`src/clk_mode_pkg.sv`:
```
// Constants, register map and state types for the clock and mode controller.
// Assumes a single 250 MHz reference clock and a 32-bit Avalon-MM register bus.
package clk_mode_pkg;
  // Register byte offsets
  localparam logic [3:0] MODE_OFS  = 4'h0;
  localparam logic [3:0] FLAGS_OFS = 4'h4;
  // Mode register fields
  localparam int MODE_DIV_LSB = 5;
  localparam int MODE_LSRDY   = 3;
  localparam int MODE_HSRDY   = 2;
  localparam int MODE_IDLEEN  = 1;
  localparam int MODE_FULL    = 0;
  // Flags register fields
  localparam int FLG_KEEP     = 7;
  localparam int FLG_FREQ_LSB = 4;
  localparam int FLG_LVR      = 2;
  localparam int FLG_GP       = 1;
  localparam int FLG_WDT      = 0;
  // Reset values
  localparam logic [2:0] DIV_RST     = 3'h0;
  localparam logic       IDLEEN_RST  = 1'h1;
  localparam logic       FULL_RST    = 1'h1;
  localparam logic [1:0] FREQ_RST    = 2'h0;
  // Divider codes at or above this select the divided fast clock
  localparam logic [2:0] DIV_FAST_MIN = 3'h2;
  // Oscillator edges counted before the ready flags rise
  localparam logic [3:0] FAST_READY_LAST = 4'hF;
  localparam logic       SLOW_READY_LAST = 1'h1;
  // Peripheral tap masks on the fast divider
  localparam logic [5:0] TAP16_MASK = 6'h0F;
  localparam logic [5:0] TAP64_MASK = 6'h3F;
  // Fast RC frequencies in MHz
  localparam logic [4:0] MHZ_8  = 5'h08;
  localparam logic [4:0] MHZ_12 = 5'h0C;
  localparam logic [4:0] MHZ_16 = 5'h10;

  typedef enum logic [3:0] {
    RUN          = 4'h1,
    SLEEP        = 4'h2,
    IDLE_STOPPED = 4'h4,
    IDLE_RUNNING = 4'h8
  } mode_e;

  typedef struct packed {
    mode_e      mode;
    logic [2:0] div_sel;
    logic       full_sel;
    logic       idle_en;
    logic       keep;
    logic [1:0] freq;
    logic       lvr_flag;
    logic       gp;
    logic       wdt_flag;
    logic       ls_ready;
    logic       hs_ready;
    logic [3:0] fast_cnt;
    logic       slow_cnt;
    logic       boot_done;
    logic       osc_en;
    logic [3:0] act_code;
    logic [5:0] div_cnt;
    logic       fast_prev;
    logic       slow_prev;
    logic       sys_tick;
    logic       tick16;
    logic       tick64;
    logic       ack;
    logic [7:0] rdata;
    logic       slverr;
  } state_s;
endpackage

```
`src/clk_mode_ctrl.sv`:
```
// System clock source, divider, oscillator readiness and halt mode controller.
// Assumes oscillator levels and event pulses are synchronous to REF_CLK_I.
// What this block does
// - Divider code picks slow or fast divided clock
// - Full-speed bit selects undivided fast clock
// - Fast oscillator stops once slow clock active
// - Slow ready flag rises after two slow edges
// - Fast ready flag after sixteen edges, low asleep
// - CPU held until fast ready after power-on
// - Halt enters idle or sleep by idle-enable
// - Idle keeps or stops system clock by bit
// - Unused bits ignore writes, read zero
// - Two-bit code sets fast RC frequency
// - Low-voltage flag set by event, software clears
// - General-purpose read/write bit, resets zero
// - Watchdog reset flag set, software clears
// - Divided peripheral clocks stop in slow mode
`timescale 1ns/10ps
`default_nettype none
module clk_mode_ctrl (
  input  wire logic        REF_CLK_I,
  input  wire logic        NRST_I,
  input  wire logic [3:0]  AVS_ADDRESS_I,
  input  wire logic        AVS_READ_I,
  input  wire logic        AVS_WRITE_I,
  input  wire logic [31:0] AVS_WRITEDATA_I,
  input  wire logic [3:0]  AVS_BYTEENABLE_I,
  output logic      [31:0] AVS_READDATA_O,
  output logic      [1:0]  AVS_RESPONSE_O,
  output logic             AVS_WAITREQUEST_O,
  input  wire logic        FAST_RC_CLK_I,
  input  wire logic        SLOW_RC_CLK_I,
  input  wire logic        HALT_I,
  input  wire logic        WAKE_I,
  input  wire logic        LVR_EVENT_I,
  input  wire logic        WDT_SOFT_RESET_I,
  output logic             FAST_OSC_EN_O,
  output logic      [4:0]  FAST_FREQ_MHZ_O,
  output logic             SYS_CLK_EN_O,
  output logic             PERIPH_DIV16_EN_O,
  output logic             PERIPH_DIV64_EN_O,
  output logic             CPU_RUN_O,
  output logic      [3:0]  MODE_O
);

  ////////////////////////////////////////////////////////////////////////////
  // Helpers

  // Divider codes 2..7 use the fast clock
  function automatic logic is_fast(input logic [3:0] code);
    return code[3] | (code[2:0] >= clk_mode_pkg::DIV_FAST_MIN);
  endfunction

  // Code 2 divides by 64, code 7 by 2
  function automatic logic [5:0] div_mask(input logic [2:0] sel);
    return clk_mode_pkg::TAP64_MASK >> (3'(sel - clk_mode_pkg::DIV_FAST_MIN));
  endfunction

  ////////////////////////////////////////////////////////////////////////////
  // Reset release through two flops
  logic rst_meta;
  logic rst_n;

  always_ff @(posedge REF_CLK_I or negedge NRST_I) begin
    if (!NRST_I) begin
      rst_meta <= 1'b0;
      rst_n    <= 1'b0;
    end else begin
      rst_meta <= 1'b1;
      rst_n    <= rst_meta;
    end
  end

  ////////////////////////////////////////////////////////////////////////////
  // State
  clk_mode_pkg::state_s s;
  clk_mode_pkg::state_s next_s;
  logic       fast_edge;
  logic       slow_edge;
  logic       running;
  logic [3:0] req_code;
  logic       req_ready;
  logic       wr_take;
  logic       sel_mode;
  logic       sel_flags;

  always_comb begin
    next_s      = s;
    running     = (s.mode == clk_mode_pkg::RUN) || (s.mode == clk_mode_pkg::IDLE_RUNNING);
    fast_edge   = FAST_RC_CLK_I & ~s.fast_prev & s.osc_en;
    slow_edge   = SLOW_RC_CLK_I & ~s.slow_prev;
    next_s.fast_prev = FAST_RC_CLK_I;
    next_s.slow_prev = SLOW_RC_CLK_I;
    req_code    = s.full_sel ? 4'h8 : {1'b0, s.div_sel};
    req_ready   = is_fast(req_code) ? s.hs_ready : s.ls_ready;

    // fast oscillator gating; off in sleep and stopped idle
    next_s.osc_en = running & (is_fast(req_code) | is_fast(s.act_code));

    if (!s.osc_en) begin
      next_s.hs_ready = 1'b0;
      next_s.fast_cnt = '0;
    end else if (fast_edge && !s.hs_ready) begin
      if (s.fast_cnt == clk_mode_pkg::FAST_READY_LAST) begin
        next_s.hs_ready = 1'b1;
      end else begin
        next_s.fast_cnt = s.fast_cnt + 4'h1;
      end
    end
    // boot completes on first fast ready
    if (s.hs_ready) begin
      next_s.boot_done = 1'b1;
    end

    // slow ready after two slow edges following wake
    if (!running) begin
      next_s.ls_ready = 1'b0;
      next_s.slow_cnt = 1'b0;
    end else if (slow_edge && !s.ls_ready) begin
      if (s.slow_cnt == clk_mode_pkg::SLOW_READY_LAST) begin
        next_s.ls_ready = 1'b1;
      end else begin
        next_s.slow_cnt = 1'b1;
      end
    end

    // hand over only to a ready source, restarting the divider
    if (fast_edge) begin
      next_s.div_cnt = s.div_cnt + 6'h01;
    end
    if (req_code != s.act_code && req_ready) begin
      next_s.act_code = req_code;
      next_s.div_cnt  = '0;
    end

    // source and ratio from the active code
    if (!running) begin
      next_s.sys_tick = 1'b0;
    end else if (s.act_code[3]) begin
      next_s.sys_tick = fast_edge;
    end else if (is_fast(s.act_code)) begin
      next_s.sys_tick = fast_edge &&
                        ((s.div_cnt & div_mask(s.act_code[2:0])) == div_mask(s.act_code[2:0]));
    end else begin
      next_s.sys_tick = slow_edge;
    end
    // taps die with the fast oscillator
    next_s.tick16 = fast_edge && ((s.div_cnt & clk_mode_pkg::TAP16_MASK) == clk_mode_pkg::TAP16_MASK);
    next_s.tick64 = fast_edge && (s.div_cnt == clk_mode_pkg::TAP64_MASK);

    // halt picks idle or sleep; keep bit picks idle flavour
    unique case (s.mode)
      clk_mode_pkg::RUN: begin
        if (HALT_I) begin
          if (!s.idle_en) begin
            next_s.mode = clk_mode_pkg::SLEEP;
          end else if (s.keep) begin
            next_s.mode = clk_mode_pkg::IDLE_RUNNING;
          end else begin
            next_s.mode = clk_mode_pkg::IDLE_STOPPED;
          end
        end
      end
      clk_mode_pkg::SLEEP, clk_mode_pkg::IDLE_STOPPED, clk_mode_pkg::IDLE_RUNNING: begin
        if (WAKE_I) begin
          next_s.mode = clk_mode_pkg::RUN;
        end
      end
    endcase

    // Bus: one wait cycle, then the answer
    sel_mode  = (AVS_ADDRESS_I == clk_mode_pkg::MODE_OFS);
    sel_flags = (AVS_ADDRESS_I == clk_mode_pkg::FLAGS_OFS);
    wr_take   = AVS_WRITE_I && s.ack && AVS_BYTEENABLE_I[0];
    next_s.ack = (AVS_READ_I || AVS_WRITE_I) && !s.ack;
    if ((AVS_READ_I || AVS_WRITE_I) && !s.ack) begin
      next_s.slverr = !(sel_mode || sel_flags);
      next_s.rdata  = '0;
      if (AVS_READ_I && sel_mode) begin
        next_s.rdata = {s.div_sel, 1'b0, s.ls_ready, s.hs_ready, s.idle_en, s.full_sel};
      end else if (AVS_READ_I && sel_flags) begin
        next_s.rdata = {s.keep, 1'b0, s.freq, 1'b0, s.lvr_flag, s.gp, s.wdt_flag};
      end
    end
    // writes land only on implemented bits
    if (wr_take && sel_mode) begin
      next_s.div_sel  = AVS_WRITEDATA_I[clk_mode_pkg::MODE_DIV_LSB +: 3];
      next_s.idle_en  = AVS_WRITEDATA_I[clk_mode_pkg::MODE_IDLEEN];
      next_s.full_sel = AVS_WRITEDATA_I[clk_mode_pkg::MODE_FULL];
    end
    if (wr_take && sel_flags) begin
      next_s.keep     = AVS_WRITEDATA_I[clk_mode_pkg::FLG_KEEP];
      next_s.freq     = AVS_WRITEDATA_I[clk_mode_pkg::FLG_FREQ_LSB +: 2];
      next_s.gp       = AVS_WRITEDATA_I[clk_mode_pkg::FLG_GP];
      next_s.lvr_flag = s.lvr_flag & AVS_WRITEDATA_I[clk_mode_pkg::FLG_LVR];
      next_s.wdt_flag = s.wdt_flag & AVS_WRITEDATA_I[clk_mode_pkg::FLG_WDT];
    end
    if (LVR_EVENT_I) begin
      next_s.lvr_flag = 1'b1;
    end
    if (WDT_SOFT_RESET_I) begin
      next_s.wdt_flag = 1'b1;
    end
  end

  always_ff @(posedge REF_CLK_I or negedge rst_n) begin
    if (!rst_n) begin
      s          <= '0;
      s.mode     <= clk_mode_pkg::RUN;
      s.div_sel  <= clk_mode_pkg::DIV_RST;
      s.idle_en  <= clk_mode_pkg::IDLEEN_RST;
      s.full_sel <= clk_mode_pkg::FULL_RST;
      s.freq     <= clk_mode_pkg::FREQ_RST;
      s.act_code <= 4'h8;
      s.osc_en   <= 1'b1;  // Fast RC starts at power-on
    end else begin
      s <= next_s;
    end
  end

  ////////////////////////////////////////////////////////////////////////////
  // Outputs
  assign AVS_WAITREQUEST_O = (AVS_READ_I || AVS_WRITE_I) && !s.ack;
  assign AVS_READDATA_O    = {24'h000000, s.rdata};
  assign AVS_RESPONSE_O    = s.slverr ? 2'h2 : 2'h0;
  assign FAST_OSC_EN_O     = s.osc_en;
  assign SYS_CLK_EN_O      = s.sys_tick;
  assign PERIPH_DIV16_EN_O = s.tick16;
  assign PERIPH_DIV64_EN_O = s.tick64;
  assign MODE_O            = s.mode;
  // CPU waits for first fast ready
  assign CPU_RUN_O = (s.mode == clk_mode_pkg::RUN) && s.boot_done;

  always_comb begin
    unique case (s.freq)
      2'h1:    FAST_FREQ_MHZ_O = clk_mode_pkg::MHZ_16;
      2'h2:    FAST_FREQ_MHZ_O = clk_mode_pkg::MHZ_12;
      default: FAST_FREQ_MHZ_O = clk_mode_pkg::MHZ_8;
    endcase
  end

  ////////////////////////////////////////////////////////////////////////////
  // Checks
  AST_SLOW_SRC_OSC_OFF: assert property (@(posedge REF_CLK_I) disable iff (!rst_n)
    (running && !is_fast(s.act_code) && !is_fast(req_code)) |=> !FAST_OSC_EN_O)
    else $error("fast oscillator left on with slow source");
  AST_HS_READY_LOW_ASLEEP: assert property (@(posedge REF_CLK_I) disable iff (!rst_n)
    (s.mode == clk_mode_pkg::SLEEP) [*3] |-> !s.hs_ready)
    else $error("fast ready high in sleep");
  AST_CPU_NEEDS_READY: assert property (@(posedge REF_CLK_I) disable iff (!rst_n)
    (CPU_RUN_O && !$past(s.boot_done, 1)) |-> $past(s.hs_ready, 1))
    else $error("cpu ran before fast ready");
  AST_HALT_SLEEP: assert property (@(posedge REF_CLK_I) disable iff (!rst_n)
    (s.mode == clk_mode_pkg::RUN && HALT_I && !s.idle_en) |=> s.mode == clk_mode_pkg::SLEEP)
    else $error("halt did not enter sleep");
  AST_IDLE_STOP_NO_CLK: assert property (@(posedge REF_CLK_I) disable iff (!rst_n)
    (s.mode == clk_mode_pkg::IDLE_STOPPED) [*2] |-> !SYS_CLK_EN_O && !CPU_RUN_O)
    else $error("clock running in stopped idle");
  AST_LVR_STICKY: assert property (@(posedge REF_CLK_I) disable iff (!rst_n)
    (s.lvr_flag && !(wr_take && sel_flags)) |=> s.lvr_flag)
    else $error("low-voltage flag lost without write");
  AST_WDT_SET: assert property (@(posedge REF_CLK_I) disable iff (!rst_n)
    WDT_SOFT_RESET_I |=> s.wdt_flag)
    else $error("watchdog flag not set");
  // Event must win over a same-cycle software clear
  AST_LVR_SET: assert property (@(posedge REF_CLK_I) disable iff (!rst_n)
    LVR_EVENT_I |=> s.lvr_flag)
    else $error("low-voltage flag not set");
  AST_SLOW_READY_ASLEEP: assert property (@(posedge REF_CLK_I) disable iff (!rst_n)
    (s.mode == clk_mode_pkg::SLEEP) [*2] |-> !s.ls_ready)
    else $error("slow ready high in sleep");
  AST_HALT_IDLE_RUN: assert property (@(posedge REF_CLK_I) disable iff (!rst_n)
    (s.mode == clk_mode_pkg::RUN && HALT_I && s.idle_en && s.keep) |=>
      s.mode == clk_mode_pkg::IDLE_RUNNING)
    else $error("halt did not enter running idle");
  // Undivided source ticks on every fast edge
  AST_FULL_SPEED_TICK: assert property (@(posedge REF_CLK_I) disable iff (!rst_n)
    (running && s.act_code[3]) |=> SYS_CLK_EN_O == $past(fast_edge, 1))
    else $error("full speed clock skipped a fast edge");
  AST_READY_SWITCH: assert property (@(posedge REF_CLK_I) disable iff (!rst_n)
    ($changed(s.act_code) && is_fast(s.act_code)) |-> $past(s.hs_ready, 1))
    else $error("switched to unready fast source");
  AST_SLOW_TAPS_OFF: assert property (@(posedge REF_CLK_I) disable iff (!rst_n)
    !s.osc_en |=> !PERIPH_DIV16_EN_O && !PERIPH_DIV64_EN_O)
    else $error("divided taps run with oscillator off");
  COV_SLEEP: cover property (@(posedge REF_CLK_I) disable iff (!rst_n)
    s.mode == clk_mode_pkg::SLEEP ##[1:50] s.mode == clk_mode_pkg::RUN);
  COV_IDLE_RUN: cover property (@(posedge REF_CLK_I) disable iff (!rst_n)
    s.mode == clk_mode_pkg::IDLE_RUNNING && SYS_CLK_EN_O);
  COV_SLOW: cover property (@(posedge REF_CLK_I) disable iff (!rst_n)
    s.act_code == 4'h0 && SYS_CLK_EN_O);
  COV_FAST_READY_WAKE: cover property (@(posedge REF_CLK_I) disable iff (!rst_n)
    $rose(s.hs_ready) && s.boot_done);

endmodule
`default_nettype wire

```
`config.mk`:
```
export PLATFORM = sky130hd
export DESIGN_NAME = clk_mode_ctrl
export DESIGN_NICKNAME = d
export VERILOG_FILES = /design/src/clk_mode_pkg.sv /design/src/clk_mode_ctrl.sv
export SDC_FILE = /design/constraint.sdc
export NUM_CORES = 1
export LEC_CHECK = 0
export ABC_CLOCK_PERIOD_IN_PS = 2100
export BUFFER_PORTS_ARGS = -buffer_cell sky130_fd_sc_hd__buf_2
export CORE_ASPECT_RATIO = 1.2
export CORE_MARGIN = 1
export CORE_UTILIZATION = 51
export CTS_BUF_LIST = sky130_fd_sc_hd__clkbuf_4
export DETAILED_ROUTE_END_ITERATION = 6
export GPL_TIMING_DRIVEN = 0
export PLACE_DENSITY = 0.79
export SYNTH_ARGS = -nofsm -noshare
export SYNTH_HDL_FRONTEND = slang
export SYNTH_SLANG_ARGS = --single-unit
```
`constraint.sdc`:
```
create_clock -name REF_CLK_I -period 2.1 [get_ports REF_CLK_I]
set_input_delay 0.315 -clock REF_CLK_I [delete_from_list [all_inputs] [get_ports REF_CLK_I]]
set_output_delay 0.315 -clock REF_CLK_I [all_outputs]
set_load 0.05 [all_outputs]
```
==> flow_metrics.tcl, run 1 <==
set metrics [dict create \
    status "completed" \
    clockPowerShare_pct 17.4 \
    place_area_mm2 0.003131 \
    synth_edf_count 0 \
    drcViolationCount 0 \
    vias_per_cell 4.975 \
    start_util_pct 53.92 \
    gr-usage-all-layers_pct 19.53 \
    p_leak_nw 1.677 \
    clk_latency_ns 0.37 \
    skew_ns 0.01442 \
    crit_arrival_ns 1.60 \
    hold_violations 0 \
    fin_crit_ns 1.914 \
    clk_path_buf_depth 2 \
    maxSlewHeadroom_pct 62.51 \
    path_buf_inv 3 \
    multi_input_area_mm2 0.001167 \
    crit_path_end_kind "output pin" \
    gp_congestion 0.7578 \
    path_max_fanout 10 \
    cp_cell_sequence "o21bai_1, clkbuf_1, inv_1, buf_2" \
    cts_root_buffer "clkbuf_4" \
    switching_share_pct 38.75 \
    numCtsBuffers 5 \
    core-area_mm2 0.005045 \
    path_delay_family "buffers and inverters" \
    hold_path_class "primary input to flip-flop" \
    grt_overflow 0 \
    placedCellCount 393 \
    fmax_ghz 0.5223 \
    fillers 407 \
    syn2layout_area_growth_pct 17.66 \
    syn_inst 264 \
    maxCapViolCount 0 \
    wl_per_cell_um 12.13 \
    crit_slowest_cell "dfrtp_1" \
    clk_pin_slew_ns 0.14 \
    ys_ff_latch 51 \
    async_flop_share_pct 100.0 \
    power_w 0.002674 \
    vdd_drop_max_uv 649.8 \
    synth_warnings 0 \
    cts_tree "done" \
    clock_sinks 51 \
    grt_pass1_vias 1848 \
    ys_types 56 \
    slew_viol_final 0 \
    placement.io_buffers 42 \
    synthFlopType "dfrtp_1" \
    cp-start-kind "flip-flop" \
    ant_nets 0 \
    antenna_cells 0 \
    path_class "flip-flop to output pin" \
    final_area_mm2 0.003201 \
    drt_iter0_drc 90 \
    p_seq_share_pct 47.6 \
    rsz0062_at_grt "false" \
    setup_viol 0 \
    required_ns 1.78 \
    power_density_mw_per_mm2 835.4 \
    regArea_mm2 0.001284 \
    fin_crit_sh_pct 91.16 \
    cts_setup_buffers 0 \
    synth_area_mm2 0.002720 \
    grt_max_degree 34 \
    vias 2000 \
    layout.nets 395 \
    dp_hpwl_um 3694 \
    wirelength_um 4877 \
    htree_levels 2 \
    layout-drive-gt1-share_pct 34.50 \
    p_sw_w 0.001036 \
    ys_seq_area_share_pct 47.15 \
    row_count 28 \
    worst_slew_pin_slew_ns 0.5546 \
    postLayoutCoreUtil_pct 63.44 \
    avgSynthCellArea_um2 10.30 \
    die_x_um 68.67 \
    die_h_um 82 \
    antenna_found_initial 0 \
    grt_pass1_wl_um 8155 \
    max_stage_delay_ns 0.38 \
    intPower_w 0.001638 \
    instances_no_fill 402 \
    dr.pass1.iters 4 \
    pwr-share-comb_pct 35.0 \
    num_io_pins 99 \
    die-area_mm2 0.005631 \
    fin_tns_setup_ns 0 \
]
timing repair:
item                      4_1_cts  5_1_grt
gates resized for setup         0        0
hold buffers                    1        0
hold endpoints to repair        2        0
path summary, 6_finish.rpt:
kind	start	end	slack, ns	cells past startpoint
worst max-delay path	s[9]$_DFF_PN0_	AVS_WAITREQUEST_O	0.19	4
worst min-delay path	SLOW_RC_CLK_I	s[13]$_DFF_PN0_	0.06	1
worst max register to register	MODE_O[0]$_DFFE_PN1P_	MODE_O[2]$_DFFE_PN0P_	0.35	4
worst min register to register	rst_n$_DFF_PN0_	s[33]$_DFFE_PN0P_	0.19	0
max in group asynchronous	rst_n$_DFF_PN0_	s[41]$_DFFE_PN1P_	1.34	1
min in group asynchronous	rst_n$_DFF_PN0_	s[33]$_DFFE_PN0P_	0.19	0
registers in the layout, indices dropped and copies added, names as in the netlist:
| name | flops |
|---|---|
| rst_meta | 1 |
| FAST_OSC_EN_O | 1 |
| SYS_CLK_EN_O | 1 |
| s | 33 |
| MODE_O | 4 |
| rst_n | 1 |
| PERIPH_DIV64_EN_O | 1 |
| PERIPH_DIV16_EN_O | 1 |
| AVS_READDATA_O | 8 |
metrics by stage:
step                hold slack [ns]  setup WS, ns
global placement            0.09906       0.05020
global route                0.03070       0.08205
detailed placement           0.1020        0.3761
finish                      0.05517        0.1855
CTS                         0.03805        0.1708
floorplan                   0.01941        0.2958
area by class of cell:
type	count	area share [%]
multi-input combinational	181	36.47
timing repair buffer	44	7.506
clock buffer	8	1.876
buffer	47	10.40
inverter	11	1.290
sequential	51	40.11
tap	60	2.346
layer usage:
metal  GRT usage, %  wire length, um
met3          2.222              215
met4          8.750               78
met5              0                0
met1          24.48             2073
met2          33.24             2509
cell usage in the layout (no fill, tap or decap), types with 4 or more instances in the layout:
master and instances:
buf_2 46, dfrtp_1 45, buf_4 40, conb_1 28, nand2_1 20, o21ai_0 15, a21oi_1 13, inv_1 11
clkbuf_4 8, xnor2_1 7, mux2_2 7, nand3_1 7, nand2b_1 6, nor2_1 6, mux2i_1 6, dfstp_2 5
xor2_1 5, and3_1 4, nand3b_1 4, ha_1 4
cells in the mapped netlist (4+ instances only):
| library cell | instances | area, um2 |
|---|---|---|
| buf_4 | 40 | 300.3 |
| buf_2 | 4 | 20.02 |
| dfstp_2 | 5 | 131.4 |
| a21oi_1 | 13 | 65.06 |
| mux2_2 | 7 | 78.83 |
| ha_1 | 4 | 50.05 |
| and3_1 | 4 | 25.02 |
| nand2b_1 | 6 | 37.54 |
| nand3b_1 | 4 | 30.03 |
| nor2_1 | 6 | 22.52 |
| inv_1 | 11 | 41.29 |
| nand2_1 | 20 | 75.07 |
| o21ai_0 | 15 | 75.07 |
| mux2i_1 | 6 | 60.06 |
| xor2_1 | 5 | 43.79 |
| dfrtp_1 | 46 | 1151 |
| nand3_1 | 7 | 35.03 |
| xnor2_1 | 7 | 61.31 |
power groups by stage:
| stage | Combinational [W] | Sequential, W | Clock [W] |
|---|---|---|---|
| after floorplan | 0.000751 | 0.00128 | 0 |
| after global placement | 0.000899 | 0.00130 | 0 |
| after detailed placement | 0.000933 | 0.00129 | 0 |
| after CTS | 0.000938 | 0.00127 | 0.000484 |
| after global routing | 0.00101 | 0.00130 | 0.000525 |
| final | 0.000937 | 0.00127 | 0.000466 |
logic make-up after synthesis:
family,share of synthesized area [%]
AND/OR/NAND/NOR,14.26
buffers and inverters,13.75
AO/OA/AOI/OAI,13.75
flip-flops,47.15
multiplexers,5.106
XOR/XNOR,3.864
adder cells (fa/ha/maj),1.840
other,0.2761
No activity file was read; power rests on OpenSTA's default activity.
==> inputs of run 2 (changes only) <==
--- a/config.mk
+++ b/config.mk
@@ -7,13 +7,15 @@
 export LEC_CHECK = 0
 export ABC_CLOCK_PERIOD_IN_PS = 2100
 export BUFFER_PORTS_ARGS = -buffer_cell sky130_fd_sc_hd__buf_2
+export CELL_PAD_IN_SITES_DETAIL_PLACEMENT = 1
+export CELL_PAD_IN_SITES_GLOBAL_PLACEMENT = 2
 export CORE_ASPECT_RATIO = 1.2
 export CORE_MARGIN = 1
-export CORE_UTILIZATION = 51
+export CORE_UTILIZATION = 31
 export CTS_BUF_LIST = sky130_fd_sc_hd__clkbuf_4
 export DETAILED_ROUTE_END_ITERATION = 6
 export GPL_TIMING_DRIVEN = 0
-export PLACE_DENSITY = 0.79
+export PLACE_DENSITY = 0.8
 export SYNTH_ARGS = -nofsm -noshare
 export SYNTH_HDL_FRONTEND = slang
 export SYNTH_SLANG_ARGS = --single-unit
==> constraint.sdc (replaced) <==
create_clock -name REF_CLK_I -period 2.1 [get_ports REF_CLK_I]
set_input_delay 0.21 -clock REF_CLK_I [delete_from_list [all_inputs] [get_ports REF_CLK_I]]
set_output_delay 0.21 -clock REF_CLK_I [all_outputs]
set_load 0.05 [all_outputs]
==> run 2 against run 1 <==
Final area is 3.3% higher. Global-route usage shrank 6.0 points. Core utilization decreased by 25 points. Sequential cell count is the same. Die area up 63%. Critical path type unchanged. Largest cell class unchanged.
==> flow_metrics.tcl, run 2 (same netlist as run 1, synthesis figures left out) <==
set metrics [dict create \
    status "completed" \
    wl_per_cell_um 12.38 \
    placedCellCount 450 \
    core-area_mm2 0.008564 \
    vias_per_cell 4.445 \
    critPathLaunch "s[9]$_DFF_PN0_" \
    vdd_drop_max_uv 422.3 \
    fin_crit_ns 1.813 \
    multi_input_area_mm2 0.001167 \
    crit_arrival_ns 1.60 \
    die_h_um 104.6 \
    p_leak_nw 1.681 \
    power_density_mw_per_mm2 815.3 \
    maxCapViolCount 0 \
    cp_cell_sequence "o21bai_1, clkbuf_1, inv_1, buf_2" \
    die_x_um 87.51 \
    largest_reg_flops 33 \
    gp_congestion 0.8043 \
    numCtsBuffers 5 \
    clk_path_buf_depth 2 \
    wirelength_um 5734 \
    grt_overflow 0 \
    gr-usage-all-layers_pct 13.53 \
    num_io_pins 99 \
    path_max_fanout 10 \
    rrSetupSlack_ns 0.36 \
    cts_root_buffer "clkbuf_4" \
    path_depth 4 \
    vias 2058 \
    top_usage_layer "met2" \
    grt_pass1_vias 2129 \
    grt_use_met1_pct 16.79 \
    antenna_found_initial 1 \
    fillers 1044 \
    hold_violations 0 \
    mostFrequentLayoutCells "buf_2, dfrtp_1, buf_4, conb_1, nand2_1" \
    reg2reg_depth 4 \
    drcViolationCount 0 \
    grt_pass1_wl_um 9949 \
    grt_max_degree 37 \
    path_class "flip-flop to output pin" \
    syn2layout_area_growth_pct 21.53 \
    worst_slew_pin_slew_ns 0.4897 \
    instances_no_fill 463 \
    path_buf_inv 3 \
    die-area_mm2 0.009154 \
    ant_nets 0 \
    setup_viol 0 \
    maxSlewHeadroom_pct 66.89 \
    critPathCapture "AVS_WAITREQUEST_O" \
    clk_latency_ns 0.38 \
    hold_path_class "primary input to flip-flop" \
    start_util_pct 31.76 \
    dp_hpwl_um 4465 \
    fmax_ghz 0.5515 \
    r2r-start "MODE_O[0]$_DFFE_PN1P_" \
    reg2reg_to "MODE_O[3]$_DFFE_PN0P_" \
    top_register "s" \
    slew_viol_final 0 \
    placement.io_buffers 42 \
    layout-drive-gt1-share_pct 34.20 \
    met3_usage_pct 1.659 \
    path_delay_family "buffers and inverters" \
    cts_tree "done" \
    cp-start-kind "flip-flop" \
    clk_pin_slew_ns 0.16 \
    max_stage_delay_ns 0.38 \
    required_ns 1.89 \
    crit_slowest_cell "dfrtp_1" \
    dr.pass1.iters 4 \
    regArea_mm2 0.001284 \
    htree_levels 2 \
    drt_iter0_drc 70 \
    fin_crit_sh_pct 86.35 \
    layout.cells.most_common "buf_2" \
    clock_sinks 51 \
    skew_ns 0.009671 \
    crit_path_end_kind "output pin" \
    grtUsageMet2_pct 23.38 \
    postLayoutCoreUtil_pct 38.60 \
    layout.nets 398 \
    row_count 37 \
    rsz0062_at_grt "false" \
]
-- run 2: cell count changes in the layout (fill, tap and decap cells not counted) --
| cell | change |
|---|---|
| clkbuf_4 | -3 |
| inv_6 | +1 |
| clkinvlp_4 | +2 |
| dlygate4sd3_1 | +3 |
| diode_2 | +1 |
-- run 2: area by class of cell --
class	instances	area share [%]
tap	117	4.428
antenna	1	0.07570
clock buffer	5	1.136
sequential	51	38.83
clock inverter	3	0.7192
timing repair buffer	47	8.176
multi-input combinational	181	35.31
buffer	47	10.07
inverter	11	1.249
-- run 2: metal layers --
metal	vias to the layer above	wire (um)	share of wire, %
li1	1007	-	-
met1	994	2481	43
met2	50	2920	51
met3	7	239	4.2
met4	0	93	1.6
met5	-	0	0
-- run 2: stage by stage --
step	TNS (ns)	instance area [um2]	hold slack (ns)	power, W	setup slack (ns)
2_1_floorplan	0	2824	-0.08559	0.002033	0.3747
3_3_place_gp	-2.379	3181	-0.002603	0.002221	-0.05671
3_5_place_dp	0	3202	-0.0005025	0.002249	0.3703
4_1_cts	0	3303	0.01660	0.002734	0.2579
5_1_grt	0	3306	0.01537	0.002878	0.1079
6_report	0	3306	0.02146	0.002695	0.2866
-- run 2: worst min-delay path by stage --
stage | from | end | slack (ns) | depth (start not counted)
after floorplan | NRST_I | rst_meta$_DFF_PN0_ | -0.09 | 0
after global placement | NRST_I | rst_meta$_DFF_PN0_ | -0.003 | 1
after detailed placement | NRST_I | rst_meta$_DFF_PN0_ | -0.0005 | 1
after CTS | WDT_SOFT_RESET_I | s[34]$_DFFE_PN0P_ | 0.02 | 2
after global routing | WDT_SOFT_RESET_I | s[34]$_DFFE_PN0P_ | 0.02 | 2
final | WDT_SOFT_RESET_I | s[34]$_DFFE_PN0P_ | 0.02 | 2
-- run 2: where the power goes --
group | switching, W | total, W | internal, W
Clock | 0.000340 | 0.000475 | 0.000135
Sequential | 0.000163 | 0.00128 | 0.00111
Combinational | 0.000590 | 0.000945 | 0.000356
-- run 2: what timing repair did --
item | CTS | global route
hold endpoints to repair | 5 | 0
resized for setup | 0 | 0
hold buffers | 4 | 0
setup buffers | 0 | 0
==> inputs of run 3 (changes only) <==
--- a/config.mk
+++ b/config.mk
@@ -10,7 +10,6 @@
 export CELL_PAD_IN_SITES_DETAIL_PLACEMENT = 1
 export CELL_PAD_IN_SITES_GLOBAL_PLACEMENT = 2
 export CORE_ASPECT_RATIO = 1.2
-export CORE_MARGIN = 1
 export CORE_UTILIZATION = 31
 export CTS_BUF_LIST = sky130_fd_sc_hd__clkbuf_4
 export DETAILED_ROUTE_END_ITERATION = 6
==> constraint.sdc (replaced) <==
create_clock -name REF_CLK_I -period 2.1 [get_ports REF_CLK_I]
set_input_delay 0.63 -clock REF_CLK_I [delete_from_list [all_inputs] [get_ports REF_CLK_I]]
set_output_delay 0.63 -clock REF_CLK_I [all_outputs]
set_load 0.05 [all_outputs]
==> run 3 against run 2 <==
Clock skew increased by 0.0097 ns. Hold slack improved by 0.28 ns. Via count increased by 1.4%. First-iteration DRC count decreased by 2.9%. Die area unchanged. Final area increased by 1.4%. Sequential cell count unchanged. Clock-buffer cell count unchanged. Largest power group unchanged.
==> flow_metrics.tcl, run 3 (same netlist as run 1, synthesis figures left out) <==
set metrics [dict create \
    power_density_mw_per_mm2 823.7 \
    p_leak_nw 1.701 \
    drt_iter0_drc 68 \
    clockPowerShare_pct 17.4 \
    wirelength_um 5865 \
    dp_hpwl_um 4482 \
    die_x_um 87.51 \
    hold_path_class "flip-flop to asynchronous set/reset pin" \
    largest_reg_flops 33 \
    fin_crit_sh_pct 96.32 \
    path_class "flip-flop to output pin" \
    skew_ns 0.01937 \
    placement.io_buffers 42 \
    wl_per_cell_um 12.64 \
    p_seq_share_pct 46.5 \
    fin_crit_ns 2.023 \
    ant_nets 0 \
    placedCellCount 450 \
    gr-usage-all-layers_pct 13.36 \
    die_h_um 104.6 \
    cp_cell_sequence "nor4_4, buf_6" \
    clock_sinks 51 \
    vias_per_cell 4.496 \
    grt_overflow 0 \
    path_delay_family "flip-flops" \
    required_ns 1.47 \
    grt_max_degree 27 \
    place_area_mm2 0.003218 \
    rsz0062_at_grt "false" \
    grt_pass1_vias 2083 \
    crit_arrival_ns 1.39 \
    instances_no_fill 464 \
    cp-start-kind "flip-flop" \
    status "completed" \
    pwr-share-comb_pct 36.1 \
    grtUsageMet2_pct 23.38 \
    cts_tree "done" \
    core-area_mm2 0.008564 \
    grt_use_met1_pct 16.01 \
    clk_path_buf_depth 2 \
    gp_congestion 0.7853 \
    met3_usage_pct 1.580 \
    intPower_w 0.001639 \
    slew_viol_final 0 \
    numCtsBuffers 5 \
    dr.pass1.iters 6 \
    row_count 37 \
    vias 2086 \
    top_usage_layer "met2" \
    crit_slowest_cell "dfrtp_1" \
    cts_root_buffer "clkbuf_4" \
    hold_violations 0 \
    antenna_found_initial 1 \
    die-area_mm2 0.009154 \
    layout.cells.most_common "dfrtp_1" \
    vdd_drop_max_uv 399.7 \
    setup_viol 0 \
    start_util_pct 31.76 \
    fmax_ghz 0.4944 \
    layout-drive-gt1-share_pct 36.13 \
    path_max_fanout 7 \
    maxCapViolCount 0 \
    p_sw_w 0.001121 \
    crit_path_end_kind "output pin" \
    grt_pass1_wl_um 9556 \
    path_buf_inv 1 \
    clk_pin_slew_ns 0.16 \
    worst_slew_pin_slew_ns 0.6315 \
    clk_latency_ns 0.39 \
    layout.nets 399 \
    max_stage_delay_ns 0.50 \
    mostFrequentLayoutCells "dfrtp_1, buf_2, buf_4, conb_1, nand2_1" \
    final_area_mm2 0.003351 \
    fillers 1012 \
    num_io_pins 99 \
    syn2layout_area_growth_pct 23.18 \
    drcViolationCount 0 \
    maxSlewHeadroom_pct 57.90 \
    top_register "s" \
    switching_share_pct 40.61 \
    htree_levels 2 \
]
[run 3: power groups by stage]
stage                     Combinational (W)  Clock, W  Sequential (W)
after global placement             0.000915         0         0.00132
after global routing                0.00108  0.000536         0.00131
after CTS                          0.000988  0.000504         0.00128
after floorplan                    0.000752         0         0.00129
final                              0.000996  0.000481         0.00128
after detailed placement           0.000946         0         0.00131
[run 3: final cells by class]
type	instances	area, um2	area share [%]
Timing Repair Buffer	48	294.0	8.775
Tap cell	117	146.4	4.369
Multi-Input combinational cell	181	1179	35.18
Clock inverter	3	23.77	0.7095
Buffer	47	342.8	10.23
Clock buffer	5	37.54	1.120
Antenna cell	1	2.502	0.07468
Inverter	11	41.29	1.232
Sequential cell	51	1284	38.31
[run 3: per-layer routing]
metal  share of wire (%)  routed length, um
met5                   0                  0
met4                 1.8                108
met3                 4.0                237
met2                  51               2970
met1                  43               2548
[run 3: worst paths after layout]
| path | start | to | slack [ns] | depth (start not counted) |
|---|---|---|---|---|
| max in group asynchronous | rst_n$_DFF_PN0_ | s[24]$_DFFE_PN1P_ | 1.19 | 1 |
| min reg2reg | rst_n$_DFF_PN0_ | s[33]$_DFFE_PN0P_ | 0.30 | 0 |
| min | rst_n$_DFF_PN0_ | s[33]$_DFFE_PN0P_ | 0.30 | 0 |
| max | MODE_O[1]$_DFFE_PN0P_ | CPU_RUN_O | 0.08 | 2 |
| min in group REF_CLK_I | SLOW_RC_CLK_I | s[13]$_DFF_PN0_ | 0.35 | 1 |
| max reg2reg | MODE_O[0]$_DFFE_PN1P_ | MODE_O[2]$_DFFE_PN0P_ | 0.19 | 6 |
[run 3: per-stage QoR]
stage | total power, W | setup TNS [ns] | hold WS, ns | setup WS [ns] | util (%)
2_1_floorplan | 0.002041 | 0 | 0.3312 | 0.1376 | -
3_3_place_gp | 0.002231 | -2.194 | 0.3379 | -0.2282 | 37.24
3_5_place_dp | 0.002258 | -0.2444 | 0.3194 | -0.2444 | 37.57
4_1_cts | 0.002776 | 0 | 0.3288 | 0.03488 | 38.85
5_1_grt | 0.002927 | 0 | 0.3340 | 0.01194 | 39.12
6_report | 0.002760 | 0 | 0.2999 | 0.07718 | 39.12
[run 3: worst reg2reg max path: stages (launching register included)]
cell and delay (ns):
dfstp_2 0.60, buf_4 0.11, buf_4 0.11, or4b_1 0.48
o21ai_0 0.10, a21oi_1 0.12, a32o_2 0.29
[run 3: what timing repair did]
action                                  in CTS  in global routing
setup buffers                                2                  2
endpoints found under the setup margin       2                  2
hold endpoints to repair                     2                  0
gates resized for setup                      8                  2
hold buffers                                 1                  0
